## config.mk

```make
export PLATFORM = sky130hd
export DESIGN_NAME = rip_resolver
export DESIGN_NICKNAME = d
export VERILOG_FILES = /design/src/rtl/rip_pkg.sv /design/src/rtl/rip_resolver.sv
export VERILOG_INCLUDE_DIRS = /design/src /design/src/rtl
export SDC_FILE = /design/constraint.sdc
export NUM_CORES = 1
export LEC_CHECK = 0
export BUFFER_PORTS_ARGS = -buffer_cell sky130_fd_sc_hd__buf_4
export CORE_UTILIZATION = 43
export DETAILED_ROUTE_END_ITERATION = 12
export PLACE_DENSITY = 0.79
export SKIP_LAST_GASP = 1
export SLEW_MARGIN = 20
export SYNTH_ARGS = -nofsm -noshare
export SYNTH_HDL_FRONTEND = slang
export SYNTH_SLANG_ARGS = --single-unit
export TNS_END_PERCENT = 5
```

## constraint.sdc

```tcl
create_clock -name clock -period 2.8 [get_ports clock]
set_clock_uncertainty 0.2 [all_clocks]
set_input_delay 0.14 -clock clock [delete_from_list [all_inputs] [get_ports clock]]
set_output_delay 0.14 -clock clock [all_outputs]
set_load 0.005 [all_outputs]
```

## src/rtl/rip_defs.svh

```systemverilog
// Purpose: constants for the reset and interrupt priority resolver
// Assumes: 16-bit byte addresses on the register bus
// Notes: register offsets are byte addresses
`ifndef RIP_DEFS_SVH
`define RIP_DEFS_SVH
`define RIP_ADDR_HIGHEST_PRIORITY_AND_MODE 16'h103c
`define RIP_ADDR_CTRL 16'h1040
`define RIP_ADDR_STAT 16'h1044
`define RIP_HIGHEST_PRIORITY_AND_MODE_RST_SINGLE 8'h05
`define RIP_HIGHEST_PRIORITY_AND_MODE_RST_EXPANDED 8'h35
`define RIP_HIGHEST_PRIORITY_AND_MODE_RST_BOOT 8'hc5
`define RIP_HIGHEST_PRIORITY_AND_MODE_RST_TEST 8'h75
`define RIP_PSEL_RESERVED 4'h5
`define RIP_CTRL_RST 1'h0
`define RIP_NUM_MASKABLE 15
`define RIP_IDX_IRQ 4'h0
`define RIP_IDX_SCI 4'he
`define RIP_VEC_RESET 16'hfffe
`define RIP_VEC_CLKMON 16'hfffc
`define RIP_VEC_WATCHDOG 16'hfffa
`define RIP_VEC_ILLEGAL 16'hfff8
`define RIP_VEC_SWTRAP 16'hfff6
`define RIP_VEC_XPIN 16'hfff4
`define RIP_VEC_IRQ 16'hfff2
`define RIP_VEC_STEP 5'h02
`define RIP_CAP_WAIT 2'h3
`define RIP_RESP_OKAY 2'h0
`define RIP_RESP_SLVERR 2'h2
`endif

```

## src/rtl/rip_pkg.sv

```systemverilog
// Purpose: types shared by the resolver
// Assumes: nothing beyond the defines header
// Notes: field order of the mode register matches its bit order
package rip_pkg;
	typedef struct packed {
		logic boot_rom_select;
		logic special_mode_bit;
		logic mode_a_bit;
		logic internal_read_visibility;
		logic [3:0] psel;
	} rip_mode_s;
	typedef enum logic [2:0] {
		RIP_SRC_NONE,
		RIP_SRC_RESET,
		RIP_SRC_CLKMON,
		RIP_SRC_WATCHDOG,
		RIP_SRC_XPIN,
		RIP_SRC_ILLEGAL,
		RIP_SRC_SWTRAP,
		RIP_SRC_MASKABLE
	} rip_src_e;
endpackage

```

## src/rtl/rip_resolver.sv

```systemverilog
// Purpose: reset and interrupt priority resolver with mode register
// Assumes: mask bits and trap strobes come from the cpu core on this clock
// Notes: pins are filtered by three flops; the answer lags its cause one cycle
//
// Decided for this implementation: the AXI4-Lite register port.
`timescale 1ns/1ps
`include "rip_defs.svh"

module rip_resolver import rip_pkg::*; #(
	parameter int ADDR_W = 16
) (
	input wire logic clock, // 100 MHz bus clock
	input wire logic rst_n, // synchronous reset, active low
	input wire logic [ADDR_W-1:0] s_axi_awaddr, // write address
	input wire logic s_axi_awvalid, // write address valid
	output logic s_axi_awready, // write address ready
	input wire logic [31:0] s_axi_wdata, // write data
	input wire logic [3:0] s_axi_wstrb, // write byte enables
	input wire logic s_axi_wvalid, // write data valid
	output logic s_axi_wready, // write data ready
	output logic [1:0] s_axi_bresp, // write response
	output logic s_axi_bvalid, // write response valid
	input wire logic s_axi_bready, // write response ready
	input wire logic [ADDR_W-1:0] s_axi_araddr, // read address
	input wire logic s_axi_arvalid, // read address valid
	output logic s_axi_arready, // read address ready
	output logic [31:0] s_axi_rdata, // read data
	output logic [1:0] s_axi_rresp, // read response
	output logic s_axi_rvalid, // read data valid
	input wire logic s_axi_rready, // read data ready
	input wire logic mode_pin_b, // mode pin b, asynchronous
	input wire logic mode_pin_a, // mode pin a, asynchronous
	input wire logic irq_pin_n, // external interrupt pin, asynchronous
	input wire logic nonmaskable_pin_interrupt_n, // x pin, asynchronous
	input wire logic global_mask, // cpu i mask bit
	input wire logic x_mask, // cpu x mask bit
	input wire logic por_req, // power-on or reset pin request
	input wire logic clock_fail, // clock monitor detects slow clock
	input wire logic clock_monitor_enable, // clock monitor armed
	input wire logic watchdog_timeout, // watchdog_system time-out
	input wire logic watchdog_disable, // watchdog_system off
	input wire logic illegal_opcode, // illegal opcode detected
	input wire logic software_trap, // trap instruction executing
	input wire logic vector_ack, // cpu fetched the presented vector
	input wire logic [12:0] periph_flag, // rti to spi flags, default order
	input wire logic [12:0] periph_enable, // local enables of those flags
	input wire logic rx_full_set, // serial receiver loaded a character
	input wire logic rx_overrun, // serial overrun flag
	input wire logic tx_empty, // serial transmit empty flag
	input wire logic tx_done, // serial transmit complete flag
	input wire logic idle_line, // serial idle line flag
	input wire logic receive_irq_enable, // receive and overrun enable
	input wire logic transmit_empty_irq_enable, // transmit empty enable
	input wire logic transmit_done_irq_enable, // transmit complete enable
	input wire logic idle_line_irq_enable, // idle line enable
	input wire logic serial_status_read, // software read serial status
	input wire logic serial_data_read, // software read serial data
	input wire logic int_read_strobe, // internal read in progress
	input wire logic [7:0] int_read_data, // data of internal read
	output logic int_request, // some source pending
	output logic [15:0] vector_addr, // vector of the winner
	output rip_src_e int_source, // class of the winner
	output logic [3:0] maskable_index, // default rank of maskable winner
	output logic receive_full_flag, // serial receive full flag
	output logic [7:0] ext_data_out, // visible internal read data
	output logic ext_data_oe_n // low while driving external bus
);
	localparam int NM = `RIP_NUM_MASKABLE;
	rip_mode_s highest_priority_and_mode;
	logic irq_edge_mode;
	logic irv_written;
	logic [1:0] cap_cnt;
	logic cap_done;
	logic [2:0] mode_pin_b_s, mode_pin_a_s, irq_s, xpin_s;
	logic irq_low, xpin_low, irq_low_d, irq_edge_latch;
	logic rx_armed;
	logic aw_held, w_held;
	logic [ADDR_W-1:0] aw_addr;
	logic [31:0] w_data;
	logic [3:0] w_strb;
	logic wr_fire;
	logic [NM-1:0] pend, masked;
	logic sci_req, irq_req;
	logic [3:0] prom_idx, win_idx;
	logic nm_any;
	rip_src_e next_src;
	logic [15:0] next_vec;

	// pin filters: a change counts once stages two and three agree
	always_ff @(posedge clock) begin
		mode_pin_b_s <= {mode_pin_b_s[1:0], mode_pin_b};
		mode_pin_a_s <= {mode_pin_a_s[1:0], mode_pin_a};
		irq_s <= {irq_s[1:0], irq_pin_n};
		xpin_s <= {xpin_s[1:0], nonmaskable_pin_interrupt_n};
	end

	always_ff @(posedge clock) begin
		if (!rst_n) begin
			irq_low <= 1'b0;
			xpin_low <= 1'b0;
		end else begin
			if (irq_s[1] == irq_s[2])
				irq_low <= !irq_s[2];
			if (xpin_s[1] == xpin_s[2])
				xpin_low <= !xpin_s[2];
		end
	end

	// mode pins are sampled once the filter has filled after release
	always_ff @(posedge clock) begin
		if (!rst_n) begin
			cap_cnt <= 2'h0;
			cap_done <= 1'b0;
		end else if (!cap_done) begin
			if (cap_cnt != `RIP_CAP_WAIT)
				cap_cnt <= cap_cnt + 2'h1;
			else if (mode_pin_b_s[1] == mode_pin_b_s[2] && mode_pin_a_s[1] == mode_pin_a_s[2])
				cap_done <= 1'b1;
		end
	end

	wire cap_now = !cap_done && cap_cnt == `RIP_CAP_WAIT
		&& mode_pin_b_s[1] == mode_pin_b_s[2] && mode_pin_a_s[1] == mode_pin_a_s[2];

	// register bus: address and data taken in either order
	assign s_axi_awready = !aw_held && !s_axi_bvalid;
	assign s_axi_wready = !w_held && !s_axi_bvalid;
	assign wr_fire = aw_held && w_held && !s_axi_bvalid;
	wire wr_highest_priority_and_mode = aw_addr == ADDR_W'(`RIP_ADDR_HIGHEST_PRIORITY_AND_MODE);
	wire wr_ctrl = aw_addr == ADDR_W'(`RIP_ADDR_CTRL);
	wire wr_lane0 = wr_fire && w_strb[0];

	always_ff @(posedge clock) begin
		if (!rst_n) begin
			aw_held <= 1'b0;
			w_held <= 1'b0;
			aw_addr <= '0;
			w_data <= 32'h0;
			w_strb <= 4'h0;
			s_axi_bvalid <= 1'b0;
			s_axi_bresp <= `RIP_RESP_OKAY;
		end else begin
			if (s_axi_awvalid && s_axi_awready) begin
				aw_held <= 1'b1;
				aw_addr <= s_axi_awaddr;
			end
			if (s_axi_wvalid && s_axi_wready) begin
				w_held <= 1'b1;
				w_data <= s_axi_wdata;
				w_strb <= s_axi_wstrb;
			end
			if (wr_fire) begin
				aw_held <= 1'b0;
				w_held <= 1'b0;
				s_axi_bvalid <= 1'b1;
				s_axi_bresp <= (wr_highest_priority_and_mode || wr_ctrl || aw_addr == ADDR_W'(`RIP_ADDR_STAT))
					? `RIP_RESP_OKAY : `RIP_RESP_SLVERR;
			end else if (s_axi_bready)
				s_axi_bvalid <= 1'b0;
		end
	end

	// mode and priority register
	always_ff @(posedge clock) begin
		if (!rst_n) begin
			highest_priority_and_mode <= `RIP_HIGHEST_PRIORITY_AND_MODE_RST_SINGLE;
			irv_written <= 1'b0;
		end else if (cap_now) begin
			unique case ({mode_pin_b_s[2], mode_pin_a_s[2]})
			2'b00: highest_priority_and_mode <= `RIP_HIGHEST_PRIORITY_AND_MODE_RST_BOOT;
			2'b01: highest_priority_and_mode <= `RIP_HIGHEST_PRIORITY_AND_MODE_RST_TEST;
			2'b10: highest_priority_and_mode <= `RIP_HIGHEST_PRIORITY_AND_MODE_RST_SINGLE;
			2'b11: highest_priority_and_mode <= `RIP_HIGHEST_PRIORITY_AND_MODE_RST_EXPANDED;
			endcase
		end else if (wr_lane0 && wr_highest_priority_and_mode) begin
			if (global_mask)
				highest_priority_and_mode.psel <= w_data[3:0];
			if (highest_priority_and_mode.special_mode_bit) begin
				highest_priority_and_mode.boot_rom_select <= w_data[7];
				highest_priority_and_mode.mode_a_bit <= w_data[5];
				if (!w_data[6])
					highest_priority_and_mode.special_mode_bit <= 1'b0;
				highest_priority_and_mode.internal_read_visibility <= w_data[4];
			end else if (!irv_written) begin
				highest_priority_and_mode.internal_read_visibility <= w_data[4];
				irv_written <= 1'b1;
			end
		end
	end

	// irq pin sensitivity, low level out of reset
	always_ff @(posedge clock) begin
		if (!rst_n)
			irq_edge_mode <= `RIP_CTRL_RST;
		else if (wr_lane0 && wr_ctrl)
			irq_edge_mode <= w_data[0];
	end

	always_ff @(posedge clock) begin
		if (!rst_n) begin
			irq_low_d <= 1'b0;
			irq_edge_latch <= 1'b0;
		end else begin
			irq_low_d <= irq_low;
			if (irq_low && !irq_low_d)
				irq_edge_latch <= 1'b1;
			else if (vector_ack && int_source == RIP_SRC_MASKABLE
				&& maskable_index == `RIP_IDX_IRQ)
				irq_edge_latch <= 1'b0;
		end
	end

	// receive full: a status read while set arms, a later data read clears
	always_ff @(posedge clock) begin
		if (!rst_n) begin
			receive_full_flag <= 1'b0;
			rx_armed <= 1'b0;
		end else if (rx_full_set) begin
			receive_full_flag <= 1'b1; // set wins over the clear sequence
			rx_armed <= 1'b0;
		end else if (serial_data_read && rx_armed) begin
			receive_full_flag <= 1'b0;
			rx_armed <= 1'b0;
		end else if (serial_status_read && receive_full_flag)
			rx_armed <= 1'b1;
	end

	// register reads
	assign s_axi_arready = !s_axi_rvalid;
	always_ff @(posedge clock) begin
		if (!rst_n) begin
			s_axi_rvalid <= 1'b0;
			s_axi_rdata <= 32'h0;
			s_axi_rresp <= `RIP_RESP_OKAY;
		end else if (s_axi_arvalid && s_axi_arready) begin
			s_axi_rvalid <= 1'b1;
			s_axi_rresp <= `RIP_RESP_OKAY;
			if (s_axi_araddr == ADDR_W'(`RIP_ADDR_HIGHEST_PRIORITY_AND_MODE))
				s_axi_rdata <= {24'h0, highest_priority_and_mode};
			else if (s_axi_araddr == ADDR_W'(`RIP_ADDR_CTRL))
				s_axi_rdata <= {31'h0, irq_edge_mode};
			else if (s_axi_araddr == ADDR_W'(`RIP_ADDR_STAT))
				s_axi_rdata <= {16'h0, receive_full_flag, masked};
			else begin
				s_axi_rdata <= 32'h0;
				s_axi_rresp <= `RIP_RESP_SLVERR;
			end
		end else if (s_axi_rready)
			s_axi_rvalid <= 1'b0;
	end

	// maskable requests in default order; levels except irq in edge mode, so they drop with the flag
	assign sci_req = (receive_full_flag && receive_irq_enable)
		|| (rx_overrun && receive_irq_enable)
		|| (tx_empty && transmit_empty_irq_enable)
		|| (tx_done && transmit_done_irq_enable)
		|| (idle_line && idle_line_irq_enable);
	assign irq_req = irq_edge_mode ? irq_edge_latch : irq_low;
	assign pend = {sci_req, periph_flag & periph_enable, irq_req};
	assign masked = global_mask ? '0 : pend;

	always_comb begin
		unique case (highest_priority_and_mode.psel)
		4'h0: prom_idx = 4'ha;
		4'h1: prom_idx = 4'hb;
		4'h2: prom_idx = 4'hc;
		4'h3: prom_idx = 4'hd;
		4'h4: prom_idx = `RIP_IDX_SCI;
		`RIP_PSEL_RESERVED: prom_idx = `RIP_IDX_IRQ;
		4'h6: prom_idx = `RIP_IDX_IRQ;
		default: prom_idx = highest_priority_and_mode.psel - 4'h6;
		endcase
	end

	// first pending by default rank, promoted one taking precedence
	always_comb begin
		win_idx = 4'h0;
		for (int i = NM - 1; i >= 0; i--) begin
			if (masked[i])
				win_idx = 4'(i);
		end
		if (masked[prom_idx])
			win_idx = prom_idx;
	end

	wire clkmon_req = clock_fail && clock_monitor_enable;
	wire wd_req = watchdog_timeout && !watchdog_disable;
	wire xpin_req = xpin_low && !x_mask;
	assign nm_any = por_req || clkmon_req || wd_req || xpin_req
		|| illegal_opcode || software_trap;

	always_comb begin
		next_src = RIP_SRC_NONE;
		next_vec = 16'h0;
		if (por_req) begin
			next_src = RIP_SRC_RESET;
			next_vec = `RIP_VEC_RESET;
		end else if (clkmon_req) begin
			next_src = RIP_SRC_CLKMON;
			next_vec = `RIP_VEC_CLKMON;
		end else if (wd_req) begin
			next_src = RIP_SRC_WATCHDOG;
			next_vec = `RIP_VEC_WATCHDOG;
		end else if (xpin_req) begin
			next_src = RIP_SRC_XPIN;
			next_vec = `RIP_VEC_XPIN;
		end else if (illegal_opcode) begin
			next_src = RIP_SRC_ILLEGAL;
			next_vec = `RIP_VEC_ILLEGAL;
		end else if (software_trap) begin
			next_src = RIP_SRC_SWTRAP;
			next_vec = `RIP_VEC_SWTRAP;
		end else if (|masked) begin
			next_src = RIP_SRC_MASKABLE;
			next_vec = `RIP_VEC_IRQ - {11'h0, win_idx, 1'b0};
		end
	end

	always_ff @(posedge clock) begin
		if (!rst_n) begin
			int_request <= 1'b0;
			int_source <= RIP_SRC_NONE;
			vector_addr <= 16'h0;
			maskable_index <= 4'h0;
		end else begin
			int_request <= next_src != RIP_SRC_NONE;
			int_source <= next_src;
			vector_addr <= next_vec;
			maskable_index <= win_idx;
		end
	end

	// internal read visibility: only in expanded modes, mode a set
	always_ff @(posedge clock) begin
		if (!rst_n) begin
			ext_data_out <= 8'h0;
			ext_data_oe_n <= 1'b1;
		end else if (int_read_strobe && highest_priority_and_mode.internal_read_visibility
			&& highest_priority_and_mode.mode_a_bit) begin
			ext_data_out <= int_read_data;
			ext_data_oe_n <= 1'b0;
		end else
			ext_data_oe_n <= 1'b1;
	end
endmodule

```

After elaboration in Yosys (flattened, before gate mapping)
Index checks and enable logic that the tools add are counted.
Storage, ports and cells
  register bits after elaboration: 129
  input bits: 135
  output and inout port bits: 75
Operators by class
  add/sub/neg operators: 3
  order comparisons: 1
  equality and inequality tests: 23
  mux-type cells: 62
  bitwise gates (word level): 6
  reduce and logical (&&, ||, !) cells: 66
Operator list (number)
  16-bit 2-to-1 mux: 10
  16-bit by 13-bit equality test with 1-bit output, second input constant: 6
  4-bit 2-to-1 mux: 17
  8-bit case mux with 4 select lines: 1
  1-bit logical AND: 29
  3-bit 2-to-1 mux: 8
  4-bit case mux with 6 select lines: 1
  1-bit 2-to-1 mux: 17
  8-bit 2-to-1 mux: 2
  15-bit 2-to-1 mux: 1
  15-bit OR reduction: 1
  2-bit nonzero test: 7
  13-bit AND: 1
  4-bit by 3-bit equality test with 1-bit output, second input constant: 3
  1-bit logical NOT: 10
  4-bit by 2-bit equality test with 1-bit output, second input constant: 2
  4-bit logical NOT: 2
  2-bit 2-to-1 mux: 4
  2-bit AND reduction: 4
  8-bit OR reduction: 1
  5-bit by 6-bit subtractor with 7-bit output, first input constant: 1
  2-bit equality test, second input constant: 3
  1-bit logical OR: 6
  4-bit by 5-bit < comparator with 1-bit output, second input constant: 1
  other kinds (15): 23

Depth between registers and ports, before layout
  word-level depth: 30
  mapped depth: 12
  depth with buffers taken out: 11

Worst setup path before layout
OpenSTA, ideal clock, no wires.
  path type: register to register
  from: register highest_priority_and_mode[2] in the netlist's numbering
  to: register vector_addr[3]
  library setup time: 0.132 ns
  data arrival time: 2.551 ns
  required time: 2.468 ns
  slack: -0.083 ns
  cell stages (with the launch flop): 12
  period minus slack after synthesis: 2.883 ns
  cell sequence: dfxtp_1 > ha_1 > and3_1 > o32a_1 > a211oi_1 > a2111oi_4 > nor2_2 > mux2i_1 > inv_1 > ha_1 > o21ai_0 > a21oi_1
Between the ends
  word-level cells in the longest chain between the ends: 14
RTL lines
  start, declared: RTL line rip_resolver.sv:69  | rip_mode_s highest_priority_and_mode;
  start signal, assigned: RTL line rip_resolver.sv:166  | highest_priority_and_mode <= `RIP_HIGHEST_PRIORITY_AND_MODE_RST_SINGLE;
  start signal, assigned: RTL line rip_resolver.sv:170  | 2'b00: highest_priority_and_mode <= `RIP_HIGHEST_PRIORITY_AND_MODE_RST_BOOT;
  start signal, assigned: RTL line rip_resolver.sv:171  | 2'b01: highest_priority_and_mode <= `RIP_HIGHEST_PRIORITY_AND_MODE_RST_TEST;
  parallel branches: the longest is 2 deep, another holds 4-bit by 3-bit subtractor with 4-bit output
  4-bit case mux with 6 select lines *: RTL line rip_resolver.sv:263  | unique case (highest_priority_and_mode.psel)
  1-bit binary-select mux with 4-bit select: RTL line rip_resolver.sv:282  | if (masked[prom_idx])
  1-bit 2-to-1 mux (not written as such): RTL line rip_resolver.sv:282
  4-bit 2-to-1 mux *: RTL line rip_resolver.sv:282
  5-bit by 6-bit subtractor with 7-bit output (no source line) *
  16-bit 2-to-1 mux *: RTL line rip_resolver.sv:313  | end else if (|masked) begin
  16-bit 2-to-1 mux *: RTL line rip_resolver.sv:310  | end else if (software_trap) begin
  16-bit 2-to-1 mux *: RTL line rip_resolver.sv:307  | end else if (illegal_opcode) begin
  16-bit 2-to-1 mux *: RTL line rip_resolver.sv:304  | end else if (xpin_req) begin
  16-bit 2-to-1 mux *: RTL line rip_resolver.sv:301  | end else if (wd_req) begin
  16-bit 2-to-1 mux *: RTL line rip_resolver.sv:298  | end else if (clkmon_req) begin
  16-bit 2-to-1 mux *: RTL line rip_resolver.sv:295  | if (por_req) begin
  end signal, assigned: RTL line rip_resolver.sv:328  | vector_addr <= next_vec;
  end, declared: RTL line rip_resolver.sv:61  | output logic [15:0] vector_addr,
Every way passes the cells marked *. The select of a mux whose other input is x is not followed.
A chain may end at the register's enable or synchronous reset.

Worst setup path in the final report
  from: register highest_priority_and_mode[1] in the netlist's numbering
  to: register vector_addr[3]
The elaborated chain is that of the path after synthesis.

==> results.md <==
- Clk_lat worst skew: 0.37 ns
- Syn Inst Count: 552
- Most frequent cells in the layout: 189 x buf_4, 99 x dfxtp_1, 87 x nand2_1
- Leakage: 0.00294 uW
- Worst endpoint data arrival time: 2.96 ns
- Max Cap Viol: 0
- Drt first pass iters: 5
- Worst setup margin: -0.136 ns
- Top_reg_cell synth: dfxtp_1
- Worst slack, placed: -0.0627 ns
- Fill cell count: 822
- Clock transition at the registers of the reported paths: 0.09 ns
- Io pins: 210
- HPWL Detailed: 9610 um
- Register area: 0.00203 mm^2
- Max Freq: 341 MHz
- Synth Cell Area: 0.00465 mm^2
- I/O Buffers: 163
- R2r worst-path depth: 11
- Clk sink count: 101
- Clock buffer count from CTS: 9
- Final worst-path cycle share: 1.05
- Die Height: 106 um
- Synthesized area per cell: 8.43 um^2
- Clock Tree Buf Depth: 2
- Final hold slack: -0.00482 ns
- Tightest Pin Transition: 0.952 ns
- Power Dens Cells: 451 mW/mm^2
- CTS tree: built
- Global-route wire length before repair: 21800 um
- Detailed-route via count: 4803
- Detailed-route wire length per cell: 14.9 um
- Initial Utilization: 0.447
- Status: finished with violations
- ANT nets after route: 0
- Initial antenna violation count: 0
- CORE AREA: 0.0104 mm^2
- Min-Delay Path Depth: 4
- Worst path required time: 2.83 ns
- Via/cell ratio: 5.25
- DRC Markers: 0
- Vias in the first global route: 4604
- Gr ovfl total: 0
- Area growth syn-to-layout: 46.1%
- Slew Limit Fails: 0
- Min-delay worst type: input port to flip-flop
- Ant diodes: 0
- YS warnings: 0
- Number of flops mapped to enable cells by yosys: 0
- Final setup fails: 4
- Post-synthesis cell type count: 62
- Full die area: 0.0112 mm^2
- Critical path type: flip-flop to flip-flop
- DR iter-0 viols: 258
- Unrepaired setup endpoints after global routing: yes
- Post-synthesis register bit count: 101
- Routed WL: 13600 um
- Most common library cell in the layout ignoring fill and taps: buf_4
- Sequential fraction of the synthesis area: 0.435
- Worst setup EP type: flip-flop
- Largest net degree at the start of global routing: 65
- Dpl cell area: 0.00599 mm^2
- Hold Fails Final Rpt: 1
- Failing checks: hold timing, setup timing
- Slew margin rel.: 0.364
- Final Cell Area: 0.00680 mm^2
- GPL Wtd Cong: 0.944
- Layout cells sized above 1: 0.296
- Nets: 911
- Gr usage total: 0.242
- Die W: 106 um
- # rows: 37
- Ys async rst share: 0
- Fin crit period: 2.94 ns
- CP max FO: 4
- CTS H-tree lvls: 3
- Peak VDD IR: 292 uV
- Startpoint Class: flip-flop
- Area taken by multi-input logic gates: 0.00239 mm^2
- Clock root buffer: clkbuf_8
-- cells by family after synthesis --
kind of cell,Yosys count,synth area share
AOI/OAI and AO/OA,123,0.178
xor gates and xnor gates,4,0.00753
adders and majority gates,3,0.00807
buffers and inverters,65,0.0764
DFF,101,0.435
muxes,23,0.0511
other,1,0.000806
and+or+nand+nor,232,0.244
-- flip-flops by register name, indices dropped and copies added, names as in the netlist, 2 cells and up --
name                       count
s_axi_rdata                   16
mode_pin_b_s                   3
int_source                     3
w_data                         8
maskable_index                 4
irq_s                          3
cap_cnt                        2
aw_addr                       16
highest_priority_and_mode      8
mode_pin_a_s                   3
xpin_s                         3
ext_data_out                   8
vector_addr                    6
-- layout make-up --
class / instances / share of cell area
flip-flops and latches: 101 / 0.299
multi-input cells: 404 / 0.352
well taps: 136 / 0.0250
inverters: 13 / 0.00718
repair buffers: 244 / 0.290
clock inverters: 6 / 0.00828
clock buffers: 10 / 0.0188
-- critical path, cell delays in order (launching register included) --
cell and delay (ns):
dfxtp_4 0.37, ha_4 0.25, and3_4 0.18, o32a_1 0.39, a311oi_2 0.30, a311oi_2 0.08, nor2_2 0.23, mux2i_1 0.29
inv_1 0.11, ha_4 0.22, o21ai_2 0.12, a21oi_1 0.07
-- per-stage QoR --
stage	power (uW)	utilization	TNS (ns)	cells	hold WS, ns
after CTS	3060	0.647	-0.0635	911	0.00444
after global routing	3210	0.652	-0.913	914	0.0281
after detailed placement	2140	0.575	-0.0800	838	0.0461
final	3060	0.652	-0.365	914	-0.00482
after global placement	2120	0.575	0	838	0.0450
after floorplan	1900	-	0	570	-0.0323
-- metal layers --
metal / up-vias / share of wire / global-route usage
met4: 0 / 0.030 / 0.101
met3: 36 / 0.051 / 0.0478
met2: 187 / 0.51 / 0.429
met1: 2237 / 0.41 / 0.285
met5: - / 0 / 0
li1: 2343 / - / -
-- report_power, final --
group          internal, uW  total, uW  switching [uW]
Sequential             1520       1570            52.4
Combinational           343        622             279
Clock                   341        872             531
-- worst paths after layout --
path / from / endpoint / slack, ns
max: highest_priority_and_mode[1] / vector_addr[3] / -0.14
min: vector_ack / irq_edge_latch / -0.005
max reg2reg: highest_priority_and_mode[1] / vector_addr[3] / -0.14
min reg2reg: mode_pin_b_s[0] / mode_pin_b_s[1] / 0.14
-- Yosys cell counts (4+ instances only) --
| cell | count | area share |
|---|---|---|
| a22oi_1 | 10 | 0.016 |
| nand4_1 | 8 | 0.011 |
| buf_2 | 5 | 0.0054 |
| buf_4 | 28 | 0.045 |
| and2_1 | 4 | 0.0054 |
| a21oi_1 | 47 | 0.051 |
| nor4_1 | 7 | 0.0094 |
| nor2_1 | 60 | 0.048 |
| nand3_1 | 12 | 0.013 |
| xnor2_1 | 4 | 0.0075 |
| o21ai_1 | 8 | 0.0086 |
| o211ai_1 | 8 | 0.013 |
| mux2i_1 | 19 | 0.041 |
| a31oi_1 | 4 | 0.0054 |
| nand2b_1 | 7 | 0.0094 |
| a211oi_1 | 7 | 0.011 |
| clkbuf_1 | 19 | 0.015 |
| and3_1 | 5 | 0.0067 |
| a21o_1 | 5 | 0.0081 |
| nor3b_1 | 6 | 0.0097 |
| inv_1 | 12 | 0.0097 |
| dfxtp_1 | 101 | 0.43 |
| nand3b_1 | 5 | 0.0081 |
| nor3_1 | 11 | 0.012 |
| o21ai_0 | 8 | 0.0086 |
| nand2_1 | 87 | 0.070 |
-- what timing repair did --
action | 4_1_cts | 5_1_grt
pin swaps | 1 | 8
gates resized for setup | 1 | 8
hold buffers | 55 | 0
endpoints found under the setup margin | 2 | 5
hold endpoints to repair | 61 | 0
setup buffers | 2 | 3
Power figures use the tool's default switching activity.
